==> config.mk <==
export PLATFORM = sky130hd
export DESIGN_NAME = dram_bank_interleave_ctrl
export DESIGN_NICKNAME = d
export VERILOG_FILES = /design/src/common/dram_bank_pkg.sv /design/src/design/bank_tracker.sv /design/src/design/dram_bank_interleave_ctrl.sv
export VERILOG_INCLUDE_DIRS = /design/src /design/src/common
export SDC_FILE = /design/constraint.sdc
export NUM_CORES = 1
export LEC_CHECK = 0
export ABC_AREA = 1
export CORE_AREA = 2 2 149 151
export CTS_CLUSTER_SIZE = 14
export DETAILED_ROUTE_END_ITERATION = 8
export DIE_AREA = 0 0 151 153
export DONT_BUFFER_PORTS = 1
export PLACE_DENSITY = 0.69
export SLEW_MARGIN = 20
export SYNTH_ARGS = -nofsm -noshare
export SYNTH_HDL_FRONTEND = slang
export SYNTH_SLANG_ARGS = --single-unit
export TNS_END_PERCENT = 50
==> constraint.sdc <==
create_clock -name clk -period 5.2 [get_ports clk]
set_input_delay 0.26 -clock clk [delete_from_list [all_inputs] [get_ports clk]]
set_output_delay 0.26 -clock clk [all_outputs]
set_load 0.02 [all_outputs]
==> src/common/dram_bank_params.svh <==
// Constants for the bank interleave and support logic of the memory controller.
// Assumes inclusion by bare name from the package and the design files.
// What this block does
// - With subpage activation, sub-row select bits copy mapped top sub-column bits.
// - Each bank performs only one read, write or refresh at a time.
// - Four, eight or sixteen banks per channel are supported.
// - A busy bank gets no further access until its current one completes.
// - Queued commands for free banks issue while another bank is busy.
// - Sixteen banks: 128-byte blocks go round-robin, bank n gets block n plus 16k.
// - Eight banks: real addresses interleave across eight banks in 128-byte blocks.
// - Scheduling always works on sixteen logical banks.
// - Eight physical banks: each physical bank serves two logical banks.
// - Token allocation uses the same logical bank definition as the scheduler.
// - Restart means taking the DRAM devices out of power-down.
// - One setup write allows repeated polling reads of the same I/O cell register.
`ifndef DRAM_BANK_PARAMS_SVH
`define DRAM_BANK_PARAMS_SVH
`define BLOCK_OFF_W 7
`define LBANK_W 4
`define NUM_LBANKS 16
`define SUBCOL_LSB 2
`define SUBCOL_W 5
`define SUBROW_W 2
`define MAP_W 3
`define IND_DATA_W 32
`define IND_RD_BIT 3
`define IND_ADDR_LSB 8
`define IND_ADDR_W 8
`endif

==> src/common/dram_bank_pkg.sv <==
// Types shared by the bank interleave controller and its bank trackers.
// Assumes the constants header sits beside this file.
`include "dram_bank_params.svh"
package dram_bank_pkg;
  // Physical bank count per channel, chosen by configuration.
  typedef enum logic [1:0] {BANKS_4, BANKS_8, BANKS_16} bank_count_e;
  // Operation kinds that occupy a bank.
  typedef enum logic [1:0] {OP_READ, OP_WRITE, OP_REFRESH} op_e;
  // Power-down sequencing states.
  typedef enum logic [1:0] {PD_RUN, PD_DRAIN, PD_DOWN} pd_state_e;
endpackage : dram_bank_pkg

==> src/design/bank_tracker.sv <==
// One physical bank's occupancy flag.
// Assumes issue and completion pulses come from logic on the same clock.
module bank_tracker
  import dram_bank_pkg::*;
(
  // Clock and reset.
  input wire logic clk,
  input wire logic reset,
  // Occupancy events.
  input wire logic start,
  input wire logic finish,
  // State.
  output logic busy
);
  // A new start wins over a finish in the same cycle, so an access is never forgotten.
  always_ff @(posedge clk) begin
    if (reset) begin
      busy <= 1'b0;
    end else if (start) begin
      busy <= 1'b1;
    end else if (finish) begin
      busy <= 1'b0;
    end
  end
endmodule : bank_tracker

==> src/design/dram_bank_interleave_ctrl.sv <==
// Bank mapping, per-bank scheduling, power-down stop and restart, and indirect
// I/O cell register reads for one memory channel.
// Assumes requests, completions and the I/O cell port all run on clk.
`include "dram_bank_params.svh"
module dram_bank_interleave_ctrl
  import dram_bank_pkg::*;
#(
  parameter int ADDR_W = 32,
  parameter int QDEPTH = 4
) (
  // Clock and reset.
  input wire logic clk,
  input wire logic reset,
  // Static configuration.
  input wire bank_count_e cfg_bank_count,
  input wire logic cfg_subpage_en,
  input wire logic [`MAP_W-1:0] cfg_sr0_map,
  input wire logic [`MAP_W-1:0] cfg_sr1_map,
  input wire logic init_done,
  // Memory requests from the bus side.
  input wire logic req_valid,
  output logic req_ready,
  input wire logic [ADDR_W-1:0] req_addr,
  input wire logic req_write,
  // Refresh requests for one physical bank.
  input wire logic refresh_valid,
  output logic refresh_ready,
  input wire logic [`LBANK_W-1:0] refresh_bank,
  // Commands toward the DRAM I/O cell.
  output logic cmd_valid,
  input wire logic cmd_ready,
  output op_e cmd_op,
  output logic [ADDR_W-1:0] cmd_addr,
  output logic [`LBANK_W-1:0] cmd_lbank,
  output logic [`LBANK_W-1:0] cmd_pbank,
  output logic [`SUBROW_W-1:0] subrow_select_bits,
  // Completion of an access on a physical bank.
  input wire logic done_valid,
  input wire logic [`LBANK_W-1:0] done_pbank,
  // Token allocator bank lookup.
  input wire logic [ADDR_W-1:0] tok_addr,
  output logic [`LBANK_W-1:0] tok_lbank,
  // Power-down stop and restart.
  input wire logic pd_enter,
  input wire logic pd_exit,
  output logic dram_powerdown,
  // Indirect I/O cell register access.
  input wire logic ind_wr,
  input wire logic [`IND_DATA_W-1:0] ind_wr_data,
  input wire logic ind_rd,
  output logic ind_rd_done,
  output logic ind_rd_err,
  output logic [`IND_DATA_W-1:0] ind_rd_data,
  output logic io_rd_valid,
  output logic [`IND_ADDR_W-1:0] io_rd_addr,
  input wire logic io_rd_ack,
  input wire logic [`IND_DATA_W-1:0] io_rd_data
);
  localparam int QI_W = (QDEPTH > 1) ? $clog2(QDEPTH) : 1;

  // Refuse shapes the mapping cannot serve; this stops elaboration, not simulation.
  if (ADDR_W < `BLOCK_OFF_W + `LBANK_W + 1 || QDEPTH < 1 || QDEPTH > 16) begin : g_bad_shape
    $error("dram_bank_interleave_ctrl: unsupported ADDR_W or QDEPTH");
  end

  // Logical bank from address: the bits right above the 128-byte block offset.
  function automatic logic [`LBANK_W-1:0] lbank_of(input logic [ADDR_W-1:0] a);
    lbank_of = a[`BLOCK_OFF_W +: `LBANK_W];
  endfunction : lbank_of

  // Logical to physical bank; smaller parts fold logical banks together.
  function automatic logic [`LBANK_W-1:0] pbank_of(input logic [`LBANK_W-1:0] lb,
                                                   input bank_count_e cnt);
    case (cnt)
      BANKS_16: pbank_of = lb;
      BANKS_8: pbank_of = {1'b0, lb[2:0]};
      default: pbank_of = {2'b00, lb[1:0]};
    endcase
  endfunction : pbank_of

  // Pending command slots, each remembering its address and direction.
  logic [QDEPTH-1:0] slot_valid;
  logic [ADDR_W-1:0] slot_addr [QDEPTH];
  logic slot_write [QDEPTH];
  logic [`NUM_LBANKS-1:0] busy;
  logic [`NUM_LBANKS-1:0] start_vec;
  logic [`NUM_LBANKS-1:0] finish_vec;
  pd_state_e pd_state;
  logic running;
  logic can_load;
  logic free_found;
  logic [QI_W-1:0] free_idx;
  logic pick_found;
  logic [QI_W-1:0] pick_idx;
  logic do_refresh;
  logic do_issue;
  logic [`LBANK_W-1:0] issue_pbank;

  // Traffic flows only after initialization and outside power-down.
  assign running = init_done && (pd_state == PD_RUN);
  assign can_load = running && (!cmd_valid || cmd_ready);

  // Lowest free slot takes the next request.
  always_comb begin
    free_found = 1'b0;
    free_idx = '0;
    for (int i = QDEPTH - 1; i >= 0; i--) begin
      if (!slot_valid[i]) begin
        free_found = 1'b1;
        free_idx = QI_W'(i);
      end
    end
  end

  // Lowest slot whose physical bank is idle issues; busy banks are skipped.
  always_comb begin
    pick_found = 1'b0;
    pick_idx = '0;
    for (int i = QDEPTH - 1; i >= 0; i--) begin
      if (slot_valid[i] && !busy[pbank_of(lbank_of(slot_addr[i]), cfg_bank_count)]) begin
        pick_found = 1'b1;
        pick_idx = QI_W'(i);
      end
    end
  end

  // Refresh of an idle bank goes ahead of queued traffic so no row decays.
  assign do_refresh = can_load && refresh_valid && !busy[refresh_bank];
  assign do_issue = can_load && !do_refresh && pick_found;
  assign refresh_ready = do_refresh;
  assign req_ready = init_done && free_found;
  assign issue_pbank = do_refresh ? refresh_bank :
                       pbank_of(lbank_of(slot_addr[pick_idx]), cfg_bank_count);

  // Slot bookkeeping: fill on accept, empty on issue.
  always_ff @(posedge clk) begin
    if (reset) begin
      slot_valid <= '0;
    end else begin
      for (int i = 0; i < QDEPTH; i++) begin
        if (req_valid && req_ready && free_idx == QI_W'(i)) begin
          slot_valid[i] <= 1'b1;
          slot_addr[i] <= req_addr;
          slot_write[i] <= req_write;
        end else if (do_issue && pick_idx == QI_W'(i)) begin
          slot_valid[i] <= 1'b0;
        end
      end
    end
  end

  // Busy vector updates per physical bank.
  always_comb begin
    start_vec = '0;
    finish_vec = '0;
    if (do_refresh || do_issue) begin
      start_vec[issue_pbank] = 1'b1;
    end
    if (done_valid) begin
      finish_vec[done_pbank] = 1'b1;
    end
  end

  // One tracker per physical bank; all sixteen exist for the widest part.
  for (genvar b = 0; b < `NUM_LBANKS; b++) begin : g_bank
    bank_tracker u_trk (
      .clk(clk),
      .reset(reset),
      .start(start_vec[b]),
      .finish(finish_vec[b]),
      .busy(busy[b])
    );
  end

  // Sub-row select copies the two mapped sub-column bits of the address.
  function automatic logic subrow_bit(input logic [ADDR_W-1:0] a, input logic [`MAP_W-1:0] m);
    logic [`SUBCOL_W-1:0] subcolumn_bits;
    subcolumn_bits = a[`SUBCOL_LSB +: `SUBCOL_W];
    subrow_bit = (m < `MAP_W'(`SUBCOL_W)) ? subcolumn_bits[m] : 1'b0;
  endfunction : subrow_bit

  // Command register, held until the I/O cell takes it.
  always_ff @(posedge clk) begin
    if (reset) begin
      cmd_valid <= 1'b0;
      cmd_op <= OP_READ;
      cmd_addr <= '0;
      cmd_lbank <= '0;
      cmd_pbank <= '0;
      subrow_select_bits <= '0;
    end else if (do_refresh) begin
      cmd_valid <= 1'b1;
      cmd_op <= OP_REFRESH;
      cmd_addr <= '0;
      cmd_lbank <= refresh_bank;
      cmd_pbank <= refresh_bank;
      subrow_select_bits <= '0;
    end else if (do_issue) begin
      cmd_valid <= 1'b1;
      cmd_op <= slot_write[pick_idx] ? OP_WRITE : OP_READ;
      cmd_addr <= slot_addr[pick_idx];
      cmd_lbank <= lbank_of(slot_addr[pick_idx]);
      cmd_pbank <= issue_pbank;
      if (cfg_subpage_en) begin
        subrow_select_bits <= {subrow_bit(slot_addr[pick_idx], cfg_sr1_map),
                               subrow_bit(slot_addr[pick_idx], cfg_sr0_map)};
      end else begin
        subrow_select_bits <= '0;
      end
    end else if (cmd_ready) begin
      cmd_valid <= 1'b0;
    end
  end

  // Token allocator sees the same logical bank split as the scheduler.
  always_ff @(posedge clk) begin
    if (reset) begin
      tok_lbank <= '0;
    end else begin
      tok_lbank <= lbank_of(tok_addr);
    end
  end

  // Stop drains outstanding work before power-down, since refresh must not be cut.
  always_ff @(posedge clk) begin
    if (reset) begin
      pd_state <= PD_RUN;
    end else begin
      case (pd_state)
        PD_RUN: begin
          if (pd_enter) begin
            pd_state <= PD_DRAIN;
          end
        end
        PD_DRAIN: begin
          if (busy == '0 && !cmd_valid) begin
            pd_state <= PD_DOWN;
          end
        end
        PD_DOWN: begin
          if (pd_exit) begin
            pd_state <= PD_RUN;
          end
        end
        default: pd_state <= PD_RUN;
      endcase
    end
  end

  // Devices are told to power down only once the drain is over.
  always_ff @(posedge clk) begin
    if (reset) begin
      dram_powerdown <= 1'b0;
    end else begin
      dram_powerdown <= (pd_state == PD_DOWN) && !pd_exit;
    end
  end

  // Indirect access: the setup stays armed so software can poll one register.
  logic ind_armed;
  always_ff @(posedge clk) begin
    if (reset) begin
      ind_armed <= 1'b0;
      io_rd_addr <= '0;
    end else if (ind_wr) begin
      ind_armed <= ind_wr_data[`IND_RD_BIT];
      io_rd_addr <= ind_wr_data[`IND_ADDR_LSB +: `IND_ADDR_W];
    end
  end

  // An armed read with no read outstanding goes to the I/O cell, an unarmed one returns an error; arming is kept for the next poll.
  always_ff @(posedge clk) begin
    if (reset) begin
      io_rd_valid <= 1'b0;
      ind_rd_done <= 1'b0;
      ind_rd_err <= 1'b0;
      ind_rd_data <= '0;
    end else begin
      ind_rd_done <= 1'b0;
      ind_rd_err <= 1'b0;
      if (io_rd_valid && io_rd_ack) begin
        io_rd_valid <= 1'b0;
        ind_rd_done <= 1'b1;
        ind_rd_data <= io_rd_data;
      end else if (ind_rd && !io_rd_valid) begin
        if (ind_armed) begin
          io_rd_valid <= 1'b1;
        end else begin
          ind_rd_done <= 1'b1;
          ind_rd_err <= 1'b1;
          ind_rd_data <= '0;
        end
      end
    end
  end
endmodule : dram_bank_interleave_ctrl

==> results of run 1 <==
cell families (layout without fill, tap and decap cells):
logic type	count (synthesis)	in the layout	synth area share [%]
adder cells (fa/ha/maj)	2	2	0.2377
AND/OR/NAND/NOR	520	520	23.00
AO/OA/AOI/OAI	203	203	10.91
buffers and inverters	161	262	6.525
flip-flops	246	246	59.33
synth_stat cells, types with 5 or more instances:
cell,count
a21oi_1,89
a22oi_1,12
a31oi_1,23
buf_2,15
buf_4,9
clkbuf_1,23
dfxtp_1,114
edfxtp_1,132
inv_1,92
inv_2,12
nand2_1,275
nand2_2,9
nand2_4,6
nand3_1,143
nand3_2,8
nand3b_1,5
nand4_1,5
nor2_1,46
nor2_4,10
nor4_1,5
o211ai_1,10
o21ai_0,51
o21ai_1,5
layer usage:
layer	global-route usage, %	wire length [um]
met5	0	0
met1	29.54	11330
met2	40.61	13440
met4	8.011	773
met3	7.075	2948
worst reg2reg max path, delay by kind of cell, from the launching register on:
family                 cells  cell delay (ps)
DFF                        1              580
AOI/OAI and AO/OA          3              290
buffers and inverters      6             1380
and+or+nand+nor            9             1530
layout by cell type (no fill, tap or decap), types with 4 or more instances in the layout:
cell type	n
inv_4	4
nand3_1	143
nand2_1	274
o211ai_1	10
a31oi_1	23
nand2_4	6
o21ai_1	5
dlygate4sd3_1	96
o21ai_0	51
nand3_2	8
inv_2	12
nor2_4	15
clkbuf_1	7
nand4_1	5
nor4_1	5
edfxtp_1	132
dfxtp_1	114
clkbuf_8	5
buf_4	8
a21oi_1	89
nand2_2	10
clkinv_1	4
a22oi_1	12
clkbuf_16	26
nor2_1	41
nand3b_1	5
inv_1	92
registers in the layout (all words and copies together), names as in the netlist:
name / cells
cmd_lbank: 4
subrow_select_bits: 2
ind_armed: 1
slot_valid: 4
cmd_pbank: 2
slot_addr: 128
slot_write: 4
g_bank.u_trk.busy: 16
io_rd_valid: 1
dram_powerdown: 1
io_rd_addr: 8
ind_rd_data: 32
cmd_valid: 1
cmd_op: 2
cmd_addr: 32
ind_rd_done: 1
ind_rd_err: 1
pd_state: 2
tok_lbank: 4
per-stage QoR:
stage	area, um^2	power (mW)	instances	hold WS (ps)
2_1_floorplan	10530	2.366	1132	358.9
3_3_place_gp	10710	2.413	1369	334.9
3_5_place_dp	10710	2.418	1369	336.9
4_1_cts	12540	4.287	1513	11.40
5_1_grt	12550	4.393	1513	50.31
6_report	12550	4.263	1513	40.46
what timing repair did:
action                    CTS  global route
hold buffers               97             0
hold endpoints to repair  205             0
buffers inserted            0             0
worst paths after layout:
kind / to / cells after the start
min reg2reg: g_bank[13].u_trk.busy / 2
max reg2reg: subrow_select_bits[1] / 18
min: g_bank[3].u_trk.busy / 5
max: subrow_select_bits[1] / 18
final cells by class:
type,instances,share of cell area (%)
clock buffers,38,5.944
clock inverters,9,0.7978
inverters,110,3.351
multi-input cells,725,28.97
flip-flops and latches,246,49.79
well taps,280,2.792
repair buffers,105,8.357
where the power goes:
part | internal, mW | switching [mW]
clock network | 1.05 | 0.753
logic | 0.114 | 0.185
registers | 2.09 | 0.0707
total | 3.25 | 1.01
==> impl_results.md, run 1 <==
- Detailed Route WL: 28.50 mm
- Nature of the critical path endpoint: flip-flop
- Final layout net count: 1374
- Critical Path RT: 5600 ps
- Crit path max fanout: 35
- Status: finished clean
- Top Ports: 253
- Crit path DAT: 4310 ps
- Post-Syn Instances: 1132
- Clock root cell: clkbuf_16
- Async S/R FF share, synth: 0%
- Flip-flop and latch area: 6246 um^2
- Drt wl/cell: 18.83 um
- Drt pass-1 iters: 5
- Port Buffer Count: 0
- Fin crit share: 75.25%
- Die area: 23100 um^2
- EDFF count, synth: 132
- Pin count of the biggest net entering global routing: 62
- Critical path buffers and inverters: 6
- GRT Total Usage: 24.08%
- Setup TNS after final layout: 0 ps
- Synth Flop Type: edfxtp_1
- Starting Density: 49.00%
- Leakage power: 4.779 nW
- Die Wd: 151 um
- CP dominant cell by count: nand3_1
- Initial DRC count: 561
- Netlist cell types: 40
- Critical-path top delay cell: nor2_2
- Fill cells: 1812
- Avg Inst Size Synth: 9.300 um^2
- Fin. Hold Viols: 0
- Initial antenna violation count: 0
- Cell Pwr Density: 339.8 nW/um^2
- Drc violations: 0
- Hpwl dp: 17.32 mm
- Synth area leader: edfxtp_1
- Yosys reg bits: 246
- Vias: 8487
- Worst skew pair latency: 550 ps
- CTS buffer count: 26
- RSZ-0062 raised after global routing: no
- Via-per-instance ratio: 5.609
- Diode count: 0
- R2r setup slk: 1290 ps
- Final setup viols: 0
- CP Launch Point: slot_addr[3][7]
- Core Area: 21490 um^2
- CP Launch Type: flip-flop
- Slowest stage delay, CP: 600 ps
- CP Cell Sequence: inv_4 > nand2_1 > nand3_1 > nand3_1 > nand3_2 > inv_2 > nor2_4 > nand2_4 > nor2_2 > buf_4 > inv_1 > o22ai_1 > inv_1 > nand3_1 > a21oi_1 > dlygate4sd3_1 > nand2_1 > a21oi_1
- Peak supply drop: 0.3572 mV
- Clk_skew: 35.72 ps
- Hold Startpoint: done_pbank[1]
- Util after Layout: 58.39%
- Setup Slack @ Placement: 1813 ps
- R2r startpoint: slot_addr[3][7]
- CTS tree: built
- Crit Path Class: reg -> reg
- Fin worst setup slack: 1287 ps
- Gr ovfl total: 0
- Vias in the first global route: 8231
- Multi-input gate area: 3635 um^2
- Cts repair resizes: 0
- Sequential area share after synthesis: 59.33%
- P&R area growth vs syn: 19.17%
- Clock slew at reported path FFs: 60 ps
- Synth Net Count: 1292
- Yosys warns: 0
- Gpl congestion: 0.8681
- Clk buf depth: 3
- Final slew viol count: 0
- Final min period: 3913 ps
- Synth top area share: 37.65%
- Top post-synthesis cells by area: edfxtp_1 38%, dfxtp_1 22%, nand2_1 9.8%
- Fmax: 255.6 MHz
- Share of cells above drive strength 1: 9.165%
- Post-route ant nets: 0
- Delay-heaviest family, CP: simple AND/OR/NAND/NOR gates
- Least-Margin Pin Slew: 1000 ps
- FP Rows: 54
- H-Tree Depth: 1
- Slew margin rel.: 33.23%
- First-pass GRT wire length: 43.57 mm
- Sink Count: 246
- Max-cap viol count: 0
- Worst Hold Class: in -> reg
- Die Y: 153 um
- Mapped cell area: 10530 um^2
(Power assumes the default switching activity.)
==> run 2, diff against run 1 <==
--- a/config.mk
+++ b/config.mk
@@ -6,13 +6,13 @@
 export SDC_FILE = /design/constraint.sdc
 export NUM_CORES = 1
 export LEC_CHECK = 0
-export ABC_AREA = 1
-export CORE_AREA = 2 2 149 151
+export ABC_AREA = 0
+export CORE_AREA = 2 2 145 147
 export CTS_CLUSTER_SIZE = 14
 export DETAILED_ROUTE_END_ITERATION = 8
-export DIE_AREA = 0 0 151 153
+export DIE_AREA = 0 0 147 149
 export DONT_BUFFER_PORTS = 1
-export PLACE_DENSITY = 0.69
+export PLACE_DENSITY = 0.71
 export SLEW_MARGIN = 20
 export SYNTH_ARGS = -nofsm -noshare
 export SYNTH_HDL_FRONTEND = slang
==> constraint.sdc (replaced) <==
create_clock -name clk -period 3.3 [get_ports clk]
set_input_delay 0.165 -clock clk [delete_from_list [all_inputs] [get_ports clk]]
set_output_delay 0.165 -clock clk [all_outputs]
set_load 0.02 [all_outputs]
==> run 2 against run 1 <==
  * Total power rose by 53%
  * Worst setup slack got worse by 1200 ps
  * Cell area fell by 0.78%
  * Critical path type unchanged
  * Critical endpoint is now cmd_valid
  * Largest power group unchanged
==> impl_results.md, run 2 <==
- Status: finished clean
- Reg with most FFs: slot_addr
- Slew margin rel.: 35.74% (+2.5 points)
- Max FFs per register: 128 (unchanged)
- Synth Flop Type: edfxtp_1
- Via-per-instance ratio: 6.314 (+13%)
- Post-Syn Instances: 781 (-31%)
- Slowest stage delay, CP: 600 ps (about the same)
- Gpl congestion: 0.9037 (+4.1%)
- Initial DRC count: 836 (+49%)
- Final setup viols: 0 (unchanged)
- Nature of the critical path endpoint: flip-flop
- Clk buf depth: 3 (unchanged)
- Vias: 7652 (-9.8%)
- P&R area growth vs syn: 25.13%
- Post-route cell area: 12450 um^2 (-0.78%)
- Peak supply drop: 0.3799 mV (+6.3%)
- Yosys reg bits: 246 (unchanged)
- Async S/R FF share, synth: 0% (unchanged)
- EDFF count, synth: 132 (unchanged)
- Drt wl/cell: 23.38 um (+24%)
- Critical-path top delay cell: mux4_1
- CP dominant cell by count: buf_4
- Clock slew at reported path FFs: 60 ps (about the same)
- Crit Path Class: reg -> reg
- CTS buffer count: 24 (-7.7%)
- CP Launch Point: slot_addr[1][7]
- Core Area: 20560 um^2 (-4.3%)
- Synth top area share: 39.84% (+2.2 points)
- Least-Margin Pin Slew: 960.7 ps (-39.64 ps)
- CP Cell Sequence: mux4_1 > and3_1 > a211oi_2 > or2_4 > buf_4 > o31a_1 > buf_4 > nor2_1 > a21oi_1 > dlygate4sd3_1
- Util after Layout: 60.55% (+2.2 points)
- Biggest regs: slot_addr: 128 flops, cmd_addr: 32 flops, ind_rd_data: 32 flops
- Post-route ant nets: 0 (unchanged)
- Netlist cell types: 73 (+83%)
- Leakage power: 4.274 nW (-11%)
- Fin crit share: 97.34% (+22 points)
- CTS tree: built
- Clock root cell: clkbuf_16
- Most frequent cells after synthesis: 132 x edfxtp_1, 114 x dfxtp_1, 69 x nor2_1
- Synth Net Count: 941 (-27%)
- Drc violations: 0 (unchanged)
- FP Rows: 53 (-1.9%)
- Fmax: 311.3 MHz (+22%)
- Sink Count: 246 (unchanged)
- Fin. Hold Viols: 0 (unchanged)
- Share of cells above drive strength 1: 14.53% (+5.4 points)
- RSZ-0062 raised after global routing: yes
- Cell Pwr Density: 524.6 nW/um^2 (+54%)
- Clk_skew: 18.42 ps (-17.30 ps)
- Final slew viol count: 0 (unchanged)
- CP Launch Type: flip-flop
- Final layout net count: 1078 (-22%)
- Multi-input gate area: 3501 um^2 (-3.7%)
- Clock power frac: 38.7% (-3.6 points)
- Worst Hold Class: in -> reg
- Initial antenna violation count: 1 (+1)
- Mapped cell area: 9948 um^2 (-5.5%)
- Avg Inst Size Synth: 12.74 um^2 (+37%)
- Pin count of the biggest net entering global routing: 56 (-9.7%)
- Die Wd: 147 um (-2.6%)
- Worst skew pair latency: 540 ps (about the same)
- Top post-synthesis cells by area: edfxtp_1 40%, dfxtp_1 23%, mux4_2 4.3%
- Most frequent cells in the layout: 132 x edfxtp_1, 115 x dlygate4sd3_1, 114 x dfxtp_1
- Hpwl dp: 17.04 mm (-1.6%)
- Max-cap viol count: 0 (unchanged)
- Pint: 4.934 mW (+52%)
- Hold Startpoint: cfg_sr0_map[2]
- Placed cell area: 10480 um^2 (-2.1%)
- Commonest non-fill, non-tap cell in the layout: edfxtp_1
- Seq pwr share: 52.5% (+1.8 points)
- Detailed Route WL: 28.34 mm (-0.55%)
- Critical Path RT: 3760 ps (-1840 ps)
- Synth area leader: edfxtp_1
- Top Ports: 253 (unchanged)
- NetSw: 1.597 mW (+58%)
- Critical path buffers and inverters: 3 (-3)
- H-Tree Depth: 1 (unchanged)
- Combinational share of power: 8.8% (+1.8 points)
- First-pass GRT wire length: 43.24 mm (-0.74%)
- Final min period: 3212 ps (-700.9 ps)
- WHS: 25.90 ps (-14.56 ps)
- Switch share: 24.46% (+0.78 points)
- Crit path max fanout: 9 (-74%)
- Crit path DAT: 3680 ps (-630 ps)
- Gr ovfl total: 0 (unchanged)
- Die area: 21900 um^2 (-5.2%)
- Yosys warns: 0 (unchanged)
- R2r startpoint: slot_addr[1][7]
- Top-count cell post-synth: edfxtp_1
- Sequential area share after synthesis: 62.78% (+3.5 points)
- Fill cells: 1558 (-14%)
- GRT Total Usage: 25.20% (+1.1 points)
- Flip-flop and latch area: 6246 um^2 (unchanged)
- Starting Density: 48.39% (-0.61 points)
- Die Y: 149 um (-2.6%)
- Drt pass-1 iters: 7 (+2)
- Port Buffer Count: 0 (unchanged)
- Delay-heaviest family, CP: buffers and inverters
- Vias in the first global route: 7756 (-5.8%)
## run 2: cell count changes in the layout (fill, tap and decap cells not counted), moves of 20 or more
cell,before,now
a22oi_1,12,32
nand2_1,274,57
buf_4,8,42
a21oi_1,89,45
nand3_1,143,15
o21ai_0,51,20
inv_1,92,6
nor2_1,41,67
## run 2: cell type report
| class | instances | area share, % |
|---|---|---|
| Antenna cell | 1 | 0.02010 |
| Clock buffer | 28 | 5.106 |
| Clock inverter | 16 | 0.6935 |
| Inverter | 7 | 0.2111 |
| Multi-Input combinational cell | 475 | 28.12 |
| Sequential cell | 246 | 50.18 |
| Tap cell | 275 | 2.764 |
| Timing Repair Buffer | 164 | 12.91 |
## run 2: final timing paths
path                            cells after the start  slack, ps               endpoint
worst min-delay path                                3         30  subrow_select_bits[0]
worst min register to register                      2        530           cmd_addr[14]
worst max-delay path                               10         90              cmd_valid
worst max register to register                     10         90              cmd_valid
## run 2: stage by stage
step / std cells / setup TNS (ps) / total power, mW / setup WS (ps)
6_report: 1212 / 0 / 6.531 / 87.90
5_1_grt: 1212 / -219.7 / 6.716 / -94.41
4_1_cts: 1208 / 0 / 6.524 / 21.61
3_5_place_dp: 1048 / 0 / 3.892 / 53.88
3_3_place_gp: 1048 / 0 / 3.882 / 119.1
2_1_floorplan: 781 / -2295 / 3.764 / -69.55
## run 2: worst reg2reg max path: cells and delay by family, from the launching register on
family	cells	cell delay [ps]
multiplexers	1	600
AND/OR/NAND/NOR	3	520
flip-flops	1	500
buffers and inverters	3	890
AO/OA/AOI/OAI	3	640
## run 2: power by group through the flow
stage	registers [mW]	logic (mW)	clock network, mW
3_3_place_gp	3.49	0.394	0
4_1_cts	3.42	0.552	2.55
3_5_place_dp	3.49	0.402	0
2_1_floorplan	3.46	0.304	0
6_report	3.43	0.576	2.53
5_1_grt	3.43	0.619	2.67
## run 2: layer usage
metal	track usage, %	vias to the layer above	share of wire, %
met5	0	-	0
met3	5.291	116	8.5
met2	42.25	463	49
met1	31.48	3724	38
li1	-	3349	-
met4	12.02	0	4.8
## run 2: kinds of logic after synthesis
family,count (synthesis),synth area share [%]
mux,42,7.332
compound gates,233,17.39
flops,246,62.78
buf+inv,60,2.855
simple gates,198,9.383
fa+ha+maj,2,0.2515
## run 2: timing repair
action	in CTS	in global routing
setup endpoints to repair	0	17
hold buffers	116	0
resized for setup	0	7
setup buffers	0	3
hold endpoints to repair	213	0
